**src/cpt_regs.svh**
```systemverilog
`ifndef CPT_REGS_SVH
`define CPT_REGS_SVH
// What this block does
// - Two 8-bit counters form one 16-bit up-counter
// - PWM width match toggles flop, counting continues
// - PWM overflow toggles flop, clears, raises interrupt
// - Flop loads from init bit; reset clears it
// - Both output pins show inverted flop state
// - Running PWM buffers width, transfers at interrupt
// - Stopped PWM width write takes effect immediately
// - PWM width read returns previous value until interrupt
// - Stop holds pin; init bit changes afterwards
// - Pulse mode: width toggles, period toggles clears interrupts
// - Pulse mode compares unbuffered; unchanged while running
// - Upper control bit 3 runs the timer
// - Upper control bit 7 is output init level
// - Warm-up mode compares only upper period byte
// - Warm-up match clears counter and raises interrupt

// ----------------------------------------
// Register byte offsets
// ----------------------------------------
`define CPT_LTC_OFS 8'h00
`define CPT_UTC_OFS 8'h04
`define CPT_WLO_OFS 8'h08
`define CPT_WHI_OFS 8'h0C
`define CPT_PLO_OFS 8'h10
`define CPT_PHI_OFS 8'h14
`define CPT_CLO_OFS 8'h18
`define CPT_CHI_OFS 8'h1C
`define CPT_STA_OFS 8'h20

// ----------------------------------------
// Fields and reset values
// ----------------------------------------
`define CPT_RUN_BIT 3
`define CPT_OLI_BIT 7
`define CPT_STA_FF_BIT 0
`define CPT_STA_RUN_BIT 1
`define CPT_CTL_RST 8'h00
`define CPT_BYTE_RST 8'h00
`define CPT_CMP_RST 16'h0000
`define CPT_CNT_MAX 16'hFFFF

// ----------------------------------------
// Prescaler masks
// ----------------------------------------
`define CPT_DIV_2048 11'h7FF
`define CPT_DIV_128 11'h07F
`define CPT_DIV_32 11'h01F
`define CPT_DIV_8 11'h007
`define CPT_DIV_2 11'h001
`endif

```
**src/cpt_pkg.sv**
```systemverilog
package cpt_pkg;
   typedef enum logic [1:0] {
      cpt_mode_timer = 2'b00,
      cpt_mode_pwm = 2'b01,
      cpt_mode_ppg = 2'b10,
      cpt_mode_warm = 2'b11
   } cpt_mode_t;

   typedef enum logic [2:0] {
      cpt_clk_div2048 = 3'b000,
      cpt_clk_div128 = 3'b001,
      cpt_clk_div32 = 3'b010,
      cpt_clk_div8 = 3'b011,
      cpt_clk_div2 = 3'b100,
      cpt_clk_div1 = 3'b101,
      cpt_clk_ext = 3'b111
   } cpt_clk_sel_t;
endpackage : cpt_pkg

```
**src/cpt_if.sv**
```systemverilog
`timescale 1ns/1ps
interface cpt_if;
   cpt_pkg::cpt_clk_sel_t clk_sel;
   logic tick;
   logic acc_stb;
   logic acc_we;
   logic acc_sel0;
   logic [7:0] acc_adr;
   logic [7:0] acc_wdata;
   logic [7:0] rdata;

   modport tick_mp (input clk_sel, output tick);
   modport bus_mp (output acc_stb, output acc_we, output acc_sel0, output acc_adr,
      output acc_wdata, input rdata);
   modport core_mp (input tick, input acc_stb, input acc_we, input acc_sel0,
      input acc_adr, input acc_wdata, output clk_sel, output rdata);
endinterface : cpt_if

```
**src/cpt_tick.sv**
```systemverilog
`timescale 1ns/1ps
`include "cpt_regs.svh"
module cpt_tick (
   input wire logic clk_i,
   input wire logic rst_i,
   input wire logic ext_i,
   cpt_if.tick_mp tk
);
   import cpt_pkg::*;

   logic [10:0] div_reg;
   logic sync1_reg;
   logic sync2_reg;
   logic prev_reg;
   logic tick_reg;
   logic tick_next;

   // ----------------------------------------
   // Free-running prescaler
   // ----------------------------------------
   always_ff @(posedge clk_i)
   begin
      if (rst_i)
         div_reg <= 11'h000;
      else
         div_reg <= div_reg + 11'h001;
   end

   // ----------------------------------------
   // External input, two flops before use
   // ----------------------------------------
   always_ff @(posedge clk_i)
   begin
      if (rst_i)
      begin
         sync1_reg <= 1'b1;
         sync2_reg <= 1'b1;
         prev_reg <= 1'b1;
      end
      else
      begin
         sync1_reg <= ext_i;
         sync2_reg <= sync1_reg;
         prev_reg <= sync2_reg;
      end
   end

   always_comb
   begin
      unique case (tk.clk_sel)
         cpt_clk_div2048: tick_next = (div_reg & `CPT_DIV_2048) == `CPT_DIV_2048;
         cpt_clk_div128: tick_next = (div_reg & `CPT_DIV_128) == `CPT_DIV_128;
         cpt_clk_div32: tick_next = (div_reg & `CPT_DIV_32) == `CPT_DIV_32;
         cpt_clk_div8: tick_next = (div_reg & `CPT_DIV_8) == `CPT_DIV_8;
         cpt_clk_div2: tick_next = (div_reg & `CPT_DIV_2) == `CPT_DIV_2;
         cpt_clk_div1: tick_next = 1'b1;
         cpt_clk_ext: tick_next = prev_reg & ~sync2_reg;
         // Reserved select code stalls the count
         default: tick_next = 1'b0;
      endcase
   end

   always_ff @(posedge clk_i)
   begin
      if (rst_i)
         tick_reg <= 1'b0;
      else
         tick_reg <= tick_next;
   end

   assign tk.tick = tick_reg;
endmodule : cpt_tick

```
**src/cpt_wbs.sv**
```systemverilog
`timescale 1ns/1ps
module cpt_wbs (
   input wire logic clk_i,
   input wire logic rst_i,
   input wire logic wb_cyc_i,
   input wire logic wb_stb_i,
   input wire logic wb_we_i,
   input wire logic [7:0] wb_adr_i,
   input wire logic [3:0] wb_sel_i,
   input wire logic [31:0] wb_dat_i,
   output logic [31:0] wb_dat_o,
   output logic wb_ack_o,
   cpt_if.bus_mp bus
);
   import cpt_pkg::*;

   logic req;
   logic ack_reg;
   logic [31:0] dat_reg;

   // Read data is latched as the request is seen; a write lands only at
   // the edge where the master samples ack, so a held request acts once
   assign req = wb_cyc_i & wb_stb_i;
   assign bus.acc_stb = req & ack_reg;
   assign bus.acc_we = wb_we_i;
   assign bus.acc_sel0 = wb_sel_i[0];
   assign bus.acc_adr = wb_adr_i;
   assign bus.acc_wdata = wb_dat_i[7:0];

   always_ff @(posedge clk_i)
   begin
      if (rst_i)
         ack_reg <= 1'b0;
      else
         ack_reg <= req & ~ack_reg;
   end

   always_ff @(posedge clk_i)
   begin
      if (rst_i)
         dat_reg <= 32'h0000_0000;
      else if (req && !ack_reg && !wb_we_i)
         dat_reg <= {24'h00_0000, bus.rdata};
   end

   assign wb_ack_o = ack_reg;
   assign wb_dat_o = dat_reg;
endmodule : cpt_wbs

```
**src/cpt_timer.sv**
```systemverilog
// The address map and the Wishbone register port were decided locally.
`timescale 1ns/1ps
`include "cpt_regs.svh"
module cpt_timer (
   input wire logic clk_i,
   input wire logic rst_i,
   input wire logic wb_cyc_i,
   input wire logic wb_stb_i,
   input wire logic wb_we_i,
   input wire logic [7:0] wb_adr_i,
   input wire logic [3:0] wb_sel_i,
   input wire logic [31:0] wb_dat_i,
   output logic [31:0] wb_dat_o,
   output logic wb_ack_o,
   input wire logic external_count_input_i,
   output logic pwm_output_pin_n_o,
   output logic pulse_gen_output_pin_n_o,
   output logic period_interrupt_o
);
   import cpt_pkg::*;

   // ----------------------------------------
   // Declarations
   // ----------------------------------------
   cpt_if cif ();

   logic [7:0] lower_timer_control_reg;
   logic [7:0] upper_timer_control_reg;
   logic [7:0] width_buf_lo_reg;
   logic [7:0] width_buf_hi_reg;
   logic [15:0] width_act_reg;
   logic [15:0] period_reg;
   logic [15:0] cnt_reg;
   logic output_toggle_flop_reg;
   logic out_n_reg;
   logic irq_reg;

   logic wr;
   logic wr_ltc;
   logic wr_utc;
   logic wr_wlo;
   logic wr_whi;
   logic wr_plo;
   logic wr_phi;
   logic run;
   logic start;
   logic load_init;
   logic step;
   logic tog;
   logic clr;
   logic pwm_run;
   cpt_mode_t mode;
   logic [7:0] rdata_next;

   // ----------------------------------------
   // Submodules
   // ----------------------------------------
   cpt_wbs u_wbs (
      .clk_i(clk_i),
      .rst_i(rst_i),
      .wb_cyc_i(wb_cyc_i),
      .wb_stb_i(wb_stb_i),
      .wb_we_i(wb_we_i),
      .wb_adr_i(wb_adr_i),
      .wb_sel_i(wb_sel_i),
      .wb_dat_i(wb_dat_i),
      .wb_dat_o(wb_dat_o),
      .wb_ack_o(wb_ack_o),
      .bus(cif.bus_mp)
   );

   cpt_tick u_tick (
      .clk_i(clk_i),
      .rst_i(rst_i),
      .ext_i(external_count_input_i),
      .tk(cif.tick_mp)
   );

   // ----------------------------------------
   // Decode
   // ----------------------------------------
   assign wr = cif.acc_stb & cif.acc_we & cif.acc_sel0;
   assign wr_ltc = wr && (cif.acc_adr == `CPT_LTC_OFS);
   assign wr_utc = wr && (cif.acc_adr == `CPT_UTC_OFS);
   assign wr_wlo = wr && (cif.acc_adr == `CPT_WLO_OFS);
   assign wr_whi = wr && (cif.acc_adr == `CPT_WHI_OFS);
   assign wr_plo = wr && (cif.acc_adr == `CPT_PLO_OFS);
   assign wr_phi = wr && (cif.acc_adr == `CPT_PHI_OFS);

   assign run = upper_timer_control_reg[`CPT_RUN_BIT];
   assign mode = cpt_mode_t'(upper_timer_control_reg[1:0]);
   assign cif.clk_sel = cpt_clk_sel_t'(lower_timer_control_reg[2:0]);
   assign step = run & cif.tick;
   assign pwm_run = run && (mode == cpt_mode_pwm);
   // Init level only loads on a write made while stopped, so the
   // write that stops the timer leaves the pin where it was
   assign load_init = wr_utc & ~run;
   assign start = load_init & cif.acc_wdata[`CPT_RUN_BIT];

   // ----------------------------------------
   // Control registers
   // ----------------------------------------
   always_ff @(posedge clk_i)
   begin
      if (rst_i)
         lower_timer_control_reg <= `CPT_CTL_RST;
      else if (wr_ltc)
         lower_timer_control_reg <= cif.acc_wdata;
   end

   always_ff @(posedge clk_i)
   begin
      if (rst_i)
         upper_timer_control_reg <= `CPT_CTL_RST;
      else if (wr_utc)
         upper_timer_control_reg <= cif.acc_wdata;
   end

   // ----------------------------------------
   // Match logic per mode
   // ----------------------------------------
   always_comb
   begin
      tog = 1'b0;
      clr = 1'b0;
      unique case (mode)
         cpt_mode_timer:
         begin
            clr = cnt_reg == period_reg;
         end
         cpt_mode_pwm:
         begin
            tog = (cnt_reg == width_act_reg) ^ (cnt_reg == `CPT_CNT_MAX);
            clr = cnt_reg == `CPT_CNT_MAX;
         end
         cpt_mode_ppg:
         begin
            tog = (cnt_reg == width_act_reg) ^ (cnt_reg == period_reg);
            clr = cnt_reg == period_reg;
         end
         cpt_mode_warm:
         begin
            clr = cnt_reg[15:8] == period_reg[15:8];
         end
      endcase
   end

   // ----------------------------------------
   // Counter and interrupt
   // ----------------------------------------
   always_ff @(posedge clk_i)
   begin
      if (rst_i)
         cnt_reg <= `CPT_CMP_RST;
      else if (start)
         cnt_reg <= `CPT_CMP_RST;
      else if (step)
         cnt_reg <= clr ? `CPT_CMP_RST : cnt_reg + 16'h0001;
   end

   always_ff @(posedge clk_i)
   begin
      if (rst_i)
         irq_reg <= 1'b0;
      else
         irq_reg <= step & clr;
   end

   // ----------------------------------------
   // Toggle flop and pins
   // ----------------------------------------
   always_ff @(posedge clk_i)
   begin
      if (rst_i)
         output_toggle_flop_reg <= 1'b0;
      else if (load_init)
         output_toggle_flop_reg <= cif.acc_wdata[`CPT_OLI_BIT];
      else if (step && tog)
         output_toggle_flop_reg <= ~output_toggle_flop_reg;
   end

   always_ff @(posedge clk_i)
   begin
      if (rst_i)
         out_n_reg <= 1'b1;
      else if (load_init)
         out_n_reg <= ~cif.acc_wdata[`CPT_OLI_BIT];
      else if (step && tog)
         out_n_reg <= output_toggle_flop_reg;
   end

   assign pwm_output_pin_n_o = out_n_reg;
   assign pulse_gen_output_pin_n_o = out_n_reg;
   assign period_interrupt_o = irq_reg;

   // ----------------------------------------
   // Compare registers
   // ----------------------------------------
   always_ff @(posedge clk_i)
   begin
      if (rst_i)
      begin
         width_buf_lo_reg <= `CPT_BYTE_RST;
         width_buf_hi_reg <= `CPT_BYTE_RST;
      end
      else
      begin
         if (wr_wlo)
            width_buf_lo_reg <= cif.acc_wdata;
         if (wr_whi)
            width_buf_hi_reg <= cif.acc_wdata;
      end
   end

   // A write landing with the transfer keeps the old buffer for one period
   always_ff @(posedge clk_i)
   begin
      if (rst_i)
         width_act_reg <= `CPT_CMP_RST;
      else if (pwm_run)
      begin
         if (step && clr)
            width_act_reg <= {width_buf_hi_reg, width_buf_lo_reg};
      end
      else
      begin
         if (wr_wlo)
            width_act_reg[7:0] <= cif.acc_wdata;
         if (wr_whi)
            width_act_reg[15:8] <= cif.acc_wdata;
      end
   end

   always_ff @(posedge clk_i)
   begin
      if (rst_i)
         period_reg <= `CPT_CMP_RST;
      else
      begin
         if (wr_plo)
            period_reg[7:0] <= cif.acc_wdata;
         if (wr_phi)
            period_reg[15:8] <= cif.acc_wdata;
      end
   end

   // ----------------------------------------
   // Read mux
   // ----------------------------------------
   always_comb
   begin
      unique case (cif.acc_adr)
         `CPT_LTC_OFS: rdata_next = lower_timer_control_reg;
         `CPT_UTC_OFS: rdata_next = upper_timer_control_reg;
         `CPT_WLO_OFS: rdata_next = width_act_reg[7:0];
         `CPT_WHI_OFS: rdata_next = width_act_reg[15:8];
         `CPT_PLO_OFS: rdata_next = period_reg[7:0];
         `CPT_PHI_OFS: rdata_next = period_reg[15:8];
         `CPT_CLO_OFS: rdata_next = cnt_reg[7:0];
         `CPT_CHI_OFS: rdata_next = cnt_reg[15:8];
         `CPT_STA_OFS: rdata_next = {6'h00, run, output_toggle_flop_reg};
         default: rdata_next = 8'h00;
      endcase
   end

   assign cif.rdata = rdata_next;
endmodule : cpt_timer

```
**config.mk**
```make
export PLATFORM = sky130hd
export DESIGN_NAME = cpt_timer
export DESIGN_NICKNAME = d
export VERILOG_FILES = /design/src/cpt_pkg.sv /design/src/cpt_if.sv /design/src/cpt_tick.sv /design/src/cpt_wbs.sv /design/src/cpt_timer.sv
export VERILOG_INCLUDE_DIRS = /design/src
export SDC_FILE = /design/constraint.sdc
export NUM_CORES = 1
export LEC_CHECK = 0
export ABC_AREA = 1
export BUFFER_PORTS_ARGS = -buffer_cell sky130_fd_sc_hd__buf_2
export CORE_MARGIN = 2
export CORE_UTILIZATION = 35
export CTS_CLUSTER_DIAMETER = 30
export DETAILED_ROUTE_END_ITERATION = 10
export PLACE_DENSITY = 0.56
export REMOVE_ABC_BUFFERS = 1
export SYNTH_ARGS = -nofsm -noshare
export SYNTH_HDL_FRONTEND = slang
export SYNTH_SLANG_ARGS = --single-unit
```
**constraint.sdc**
```tcl
create_clock -name clk_i -period 3.1 [get_ports clk_i]
set_clock_uncertainty 0.1 [all_clocks]
set_input_delay 0 -clock clk_i [delete_from_list [all_inputs] [get_ports clk_i]]
set_output_delay 0 -clock clk_i [all_outputs]
set_load 0.02 [all_outputs]
```
==> results of run 1 <==
## per-stage QoR
step	cell area, um^2	util (%)	hold WS (ns)	std cells	total power, mW
after detailed placement	6111	37.25	0.09439	1079	1.551
after CTS	6546	39.90	0.07992	1109	2.728
final	6546	39.90	0.09353	1109	2.699
after global routing	6546	39.90	0.1458	1109	2.793
after floorplan	5598	-	-0.03331	816	1.495
after global placement	6111	37.25	0.08788	1079	1.550
## cells in the mapped netlist (2+ instances only)
| master | count | share of area [%] |
|---|---|---|
| nand2_1 | 165 | 11 |
| inv_2 | 7 | 0.45 |
| nor2_4 | 12 | 2.3 |
| nand2_2 | 4 | 0.43 |
| nor2_8 | 2 | 0.69 |
| buf_2 | 7 | 0.60 |
| nor3_1 | 12 | 1.0 |
| xor2_1 | 15 | 2.3 |
| ha_1 | 9 | 1.9 |
| o22ai_1 | 14 | 1.5 |
| nor3_2 | 2 | 0.34 |
| buf_4 | 25 | 3.2 |
| inv_1 | 103 | 6.6 |
| clkbuf_1 | 18 | 1.2 |
| or2_2 | 3 | 0.32 |
| nor2_1 | 91 | 5.9 |
| nand4_1 | 12 | 1.3 |
| dfxtp_1 | 107 | 37 |
| nor2_2 | 2 | 0.21 |
| o21ai_0 | 75 | 6.4 |
| xnor2_1 | 9 | 1.4 |
| a21oi_1 | 79 | 6.8 |
| nand3_1 | 52 | 4.5 |
## worst max-delay path by stage
| stage | start | end | slack, ns |
|---|---|---|---|
| floorplan | u_wbs.wb_ack_o | cnt_reg[13] | 1.04 |
| global placement | cnt_reg[3] | width_act_reg[3] | 0.76 |
| detailed placement | cnt_reg[3] | width_act_reg[11] | 0.76 |
| CTS | cnt_reg[3] | width_act_reg[11] | 0.74 |
| global route | cnt_reg[6] | width_act_reg[7] | 0.48 |
| finish | cnt_reg[3] | width_act_reg[11] | 0.72 |
## per-layer routing
layer | GRT usage [%] | part of all wire (%) | vias to the layer above | routed length, um
li1 | - | - | 2748 | -
met1 | 26.19 | 47 | 2479 | 7803
met2 | 31.38 | 45 | 145 | 7488
met3 | 3.218 | 4.4 | 28 | 733
met4 | 6.511 | 2.8 | 0 | 460
met5 | 0 | 0 | - | 0
## cell families (layout without fill, tap and decap cells)
group / count (synthesis) / after routing / synth area share, %
other cells: 1 / 24 / 0.06436
compound gates: 174 / 174 / 15.48
xor+xnor: 24 / 24 / 3.608
fa+ha+maj: 9 / 9 / 1.933
simple gates: 367 / 367 / 29.55
flops: 107 / 107 / 36.76
buf+inv: 163 / 184 / 12.60
## critical path, cell delays in order, from the launching register on
cell and delay, ns:
dfxtp_1 0.47, inv_1 0.19, nand2_1 0.09, nand2_1 0.05, nor2_1 0.09, nand3_1 0.10, nor2_1 0.24, nand3_1 0.13
nand2_2 0.13, nand4_4 0.16, buf_4 0.28, a21oi_1 0.18, nor2_1 0.07
## layout make-up
| class | instances | area share (%) |
|---|---|---|
| multi-input cells | 598 | 46.39 |
| flip-flops and latches | 107 | 32.72 |
| clock inverters | 6 | 1.013 |
| well taps | 220 | 4.205 |
| repair buffers | 57 | 5.772 |
| inverters | 111 | 6.403 |
| clock buffers | 10 | 3.498 |
## report_power, final
part	switching [mW]	internal, mW	total (mW)	leakage, nW
combinational	0.108	0.0417	0.150	1.71
sequential	0.00326	1.38	1.38	0.863
clock	0.594	0.574	1.17	0.142
## repair_timing
| action | CTS | global route |
|---|---|---|
| setup buffers | 0 | 0 |
| endpoints found under the hold margin | 62 | 0 |
| hold buffers | 14 | 0 |
==> summary.txt, run 1 <==
max_slew headroom: 59.55%
multi-input combinational cell area: 0.003037 mm^2
DP HPWL: 12400 um
Max Fanout on Critical Path: 26
cells on worst reg2reg path: 12
Wirelength per Cell: 14.86 um
RR Endpoint: width_act_reg[11]
max cap viols: 0
status: finished, final reports clean
TritonRoute pass-1 iters: 5
Final period util: 76.76%
Final Critical Period: 2.379 ns
initial DRC count: 467
Clock Tree Root: clkbuf_16
Worst-Margin Slew: 0.6045 ns
setup_tns: 0 ns
Core Footprint: 0.01641 mm^2
Worst Hold End: u_wbs.wb_dat_o[3]
Rows: 47
Ys Warns: 0
clk_lat worst skew: 0.36 ns
CP Capture Type: register
largest net degree at the start of global routing: 43
Async SR Flop Fraction: 0%
Die Height: 133.0 um
TritonCTS Buffers: 9
Mapped Cells: 845
final worst setup slack: 0.7205 ns
# port buffers: 34
HP Class: primary input to register
hold depth: 6
Post-CTS Resized: 0
VDD IR max: 0.0002870 V
final WL: 16490 um
commonest cells after routing, fill and taps aside: 165 x nand2_1, 107 x dfxtp_1, 102 x inv_1
initial core utilization: 35.51%
number of synthesized flops with an enable pin: 0
first-pass GRT wire length: 26630 um
via count: 5400
flops & latches, synth: 107
Required @ worst endpoint: 3.25 ns
share of post-route cells with drive strength above 1: 11.14%
CTS H-tree lvls: 3
Achievable Freq: 0.4203 GHz
cell area power density: 412.3 mW/mm^2
antenna viol nets, final: 0
number of antenna diodes: 0
# fillers: 1781
Critical Path AT: 2.53 ns
total gr overflow: 0
Final Max Tran Viols: 0
Worst setup SP type: register
synth unique cells: 43
initial antenna violation count: 0
sequential element share of the synthesized area: 36.76%
# IOs: 86
Area Growth Syn to Fin: 12.35%
Die Wd: 133.0 um
Post-Synthesis Cell Area: 0.005827 mm^2
# nets final: 943
RSZ-0062 raised after global routing: no
die area: 0.01770 mm^2
Pleak: 2.712 nW
worst flop-to-flop path startpoint: cnt_reg[3]
vias in the first global route: 5063
GRT Total Usage: 19.36%
number of clock sinks: 107
average vias per placed instance: 4.869
DP Worst Slack: 0.7582 ns
top_reg_cell synth: dfxtp_1
FF/Latch Area: 0.002142 mm^2
synthesized area per cell: 6.896 um^2
DRC Markers: 0
hold_sp: wb_cyc_i
leading cell type in the layout, fill and taps excluded: nand2_1
Clock Path Buffers: 2
reg2reg setup slack: 0.72 ns
Hold Fails Final Rpt: 0
TritonCTS clock tree: yes
clk slew on worst S/H paths: 0.08 ns
GPL Wtd Cong: 0.9221
crit path kind: register to register
Setup violations, final: 0
Power figures use the tool's default switching activity.
==> run 2, diff against run 1 <==
Clock period 3.1 ns to 2.4 ns, I/O delays scaled along.
==> summary.txt, run 2 (synthesized netlist as in run 1, its figures left out) <==
cell area power density: 524.7 mW/mm^2 (was 412.3 mW/mm^2)
M2 GR Usage: 31.03% (was 31.38%)
total gr overflow: 0 (unchanged)
TritonRoute pass-1 iters: 4 (was 5)
DP Worst Slack: 0.3179 ns (was 0.7582 ns)
P_int: 2.600 mW (was 1.994 mW)
average vias per placed instance: 4.725 (was 4.869)
CTS H-tree lvls: 3 (unchanged)
TritonCTS Buffers: 9 (unchanged)
DP Cell Count: 1096 (was 1079)
vias in the first global route: 4992 (was 5063)
initial core utilization: 35.51% (unchanged)
VDD IR max: 0.0003278 V (was 0.0002870 V)
Final Max Tran Viols: 0 (unchanged)
Seq pwr share: 50.8% (was 51.2%)
TritonCTS clock tree: yes (unchanged)
# IOs: 86 (unchanged)
max cap viols: 0 (unchanged)
Most Crowded Layer GR: met2 (unchanged)
HP Class: primary input to register (unchanged)
Clock Path Buffers: 2 (unchanged)
Hold Fails Final Rpt: 0 (unchanged)
final cell count without fillers: 1126 (was 1109)
slowest stage delay, CP: 0.36 ns (was 0.47 ns)
met3 Use GR: 3.410% (was 3.218%)
max_slew headroom: 66.24% (was 59.55%)
setup_tns: 0 ns (unchanged)
# fillers: 1736 (was 1781)
Final Critical Period: 2.107 ns (was 2.379 ns)
Setup violations, final: 0 (unchanged)
Comb pwr share: 5.7% (was 5.6%)
Psw: 910.2 uW (was 705.4 uW)
CP max stage cell: dfxtp_1 (unchanged)
most frequent cell on the critical path: nand2_1 (was nor2_1)
Rows: 47 (unchanged)
critical path, cell by cell: inv_1 > nand2_1 > nand2_1 > nand2_1 > inv_1 > nand2_1 > nor2_1 > nand3_1 > nand2_2 > nand3_1 > nand2_4 > buf_4 > nor2_4 (was inv_1 > nand2_1 > nand2_1 > nor2_1 > nand3_1 > nor2_1 > nand3_1 > nand2_2 > nand4_4 > buf_4 > a21oi_1 > nor2_1)
Crit path buffers/inverters: 3 (was 2)
largest net degree at the start of global routing: 43 (unchanged)
Clock Tree Root: clkbuf_16 (unchanged)
CP Capture Type: register (unchanged)
clk slew on worst S/H paths: 0.08 ns (about the same)
Max Fanout on Critical Path: 9 (was 26)
RSZ-0062 raised after global routing: no (unchanged)
die area: 0.01770 mm^2 (unchanged)
Wirelength per Cell: 15.05 um (was 14.86 um)
share of post-route cells with drive strength above 1: 12.91% (was 11.14%)
Core Footprint: 0.01641 mm^2 (unchanged)
Die Wd: 133.0 um (unchanged)
total power: 3.511 mW (was 2.699 mW)
leading cell type in the layout, fill and taps excluded: nand2_1 (unchanged)
GRT Total Usage: 19.95% (was 19.36%)
Worst-Margin Slew: 0.5052 ns (was 0.6045 ns)
Sw Ratio: 25.93% (was 26.13%)
Achievable Freq: 0.4747 GHz (was 0.4203 GHz)
GPL Wtd Cong: 1.002 (was 0.9221)
Pleak: 2.801 nW (was 2.712 nW)
# port buffers: 34 (unchanged)
initial DRC count: 398 (was 467)
initial antenna violation count: 0 (unchanged)
clk_lat worst skew: 0.36 ns (about the same)
DP HPWL: 12760 um (was 12400 um)
final WL: 16950 um (was 16490 um)
status: finished, final reports clean (unchanged)
Die Height: 133.0 um (unchanged)
final worst setup slack: 0.2932 ns (was 0.7205 ns)
Clock Power Share: 43.5% (was 43.3%)
Worst setup SP type: register (unchanged)
Required @ worst endpoint: 2.55 ns (was 3.25 ns)
number of antenna diodes: 0 (unchanged)
FF/Latch Area: 0.002142 mm^2 (unchanged)
Post-CTS Resized: 0 (unchanged)
fin area: 0.006691 mm^2 (was 0.006546 mm^2)
commonest cells after routing, fill and taps aside: 165 x nand2_1, 107 x dfxtp_1, 102 x inv_1 (unchanged)
placed cell area: 0.006251 mm^2 (was 0.006111 mm^2)
M1 GR Usage: 27.42% (was 26.19%)
crit path kind: register to register (unchanged)
Fin Hold WS: 0.01545 ns (was 0.09353 ns)
DRC Markers: 0 (unchanged)
first-pass GRT wire length: 27330 um (was 26630 um)
number of clock sinks: 107 (unchanged)
Crit path max-delay family: simple AND/OR/NAND/NOR gates (unchanged)
Area Growth Syn to Fin: 14.84% (was 12.35%)
Util after Layout: 40.78% (was 39.90%)
Critical Path AT: 2.26 ns (was 2.53 ns)
multi-input combinational cell area: 0.003037 mm^2 (unchanged)
Final period util: 87.78% (was 76.76%)
# nets final: 960 (was 943)
antenna viol nets, final: 0 (unchanged)
via count: 5320 (was 5400)
-- run 2: area by class of cell --
type                    count  share of cell area, %
clock inverters             6                 0.9162
clock buffers              10                  3.571
repair buffers             74                  7.741
inverters                 111                  6.264
multi-input cells         598                  45.38
well taps                 220                  4.114
flip-flops and latches    107                  32.01
-- run 2: worst paths after layout --
kind                          from                         end  slack, ns  cells past startpoint
setup / recovery       cnt_reg[12]                  cnt_reg[9]       0.29                     13
hold reg to reg   u_tick.sync2_reg             u_tick.prev_reg       0.32                      2
setup reg to reg       cnt_reg[12]                  cnt_reg[9]       0.29                     13
hold / removal         wb_sel_i[0]  upper_timer_control_reg[7]       0.02                      5
-- run 2: repair_timing --
action | 4_1_cts | 5_1_grt
setup endpoints to repair | 0 | 0
buffers inserted | 0 | 0
hold endpoints to repair | 61 | 0
hold buffers | 14 | 0
-- run 2: layer usage --
layer  wire length, um  vias up  part of all wire (%)
met4               622        0                   3.7
met2              7437      128                    44
met5                 0        -                     0
met1              8173     2369                    48
met3               712       40                   4.2
li1                  -     2783                     -
-- run 2: power by group through the flow --
stage          Combinational [mW]  Sequential (mW)  Clock [mW]
6_report                    0.199             1.78        1.53
5_1_grt                     0.221             1.79        1.64
4_1_cts                     0.199             1.78        1.57
3_5_place_dp                0.182             1.83           0
3_3_place_gp                0.182             1.83           0
2_1_floorplan               0.105             1.83           0
-- run 2: worst reg2reg max path: cells and delay by family (launching register included) --
| kind | cells | cell delay [ns] |
|---|---|---|
| DFF | 1 | 0.36 |
| buffers and inverters | 3 | 0.45 |
| and+or+nand+nor | 10 | 1.11 |
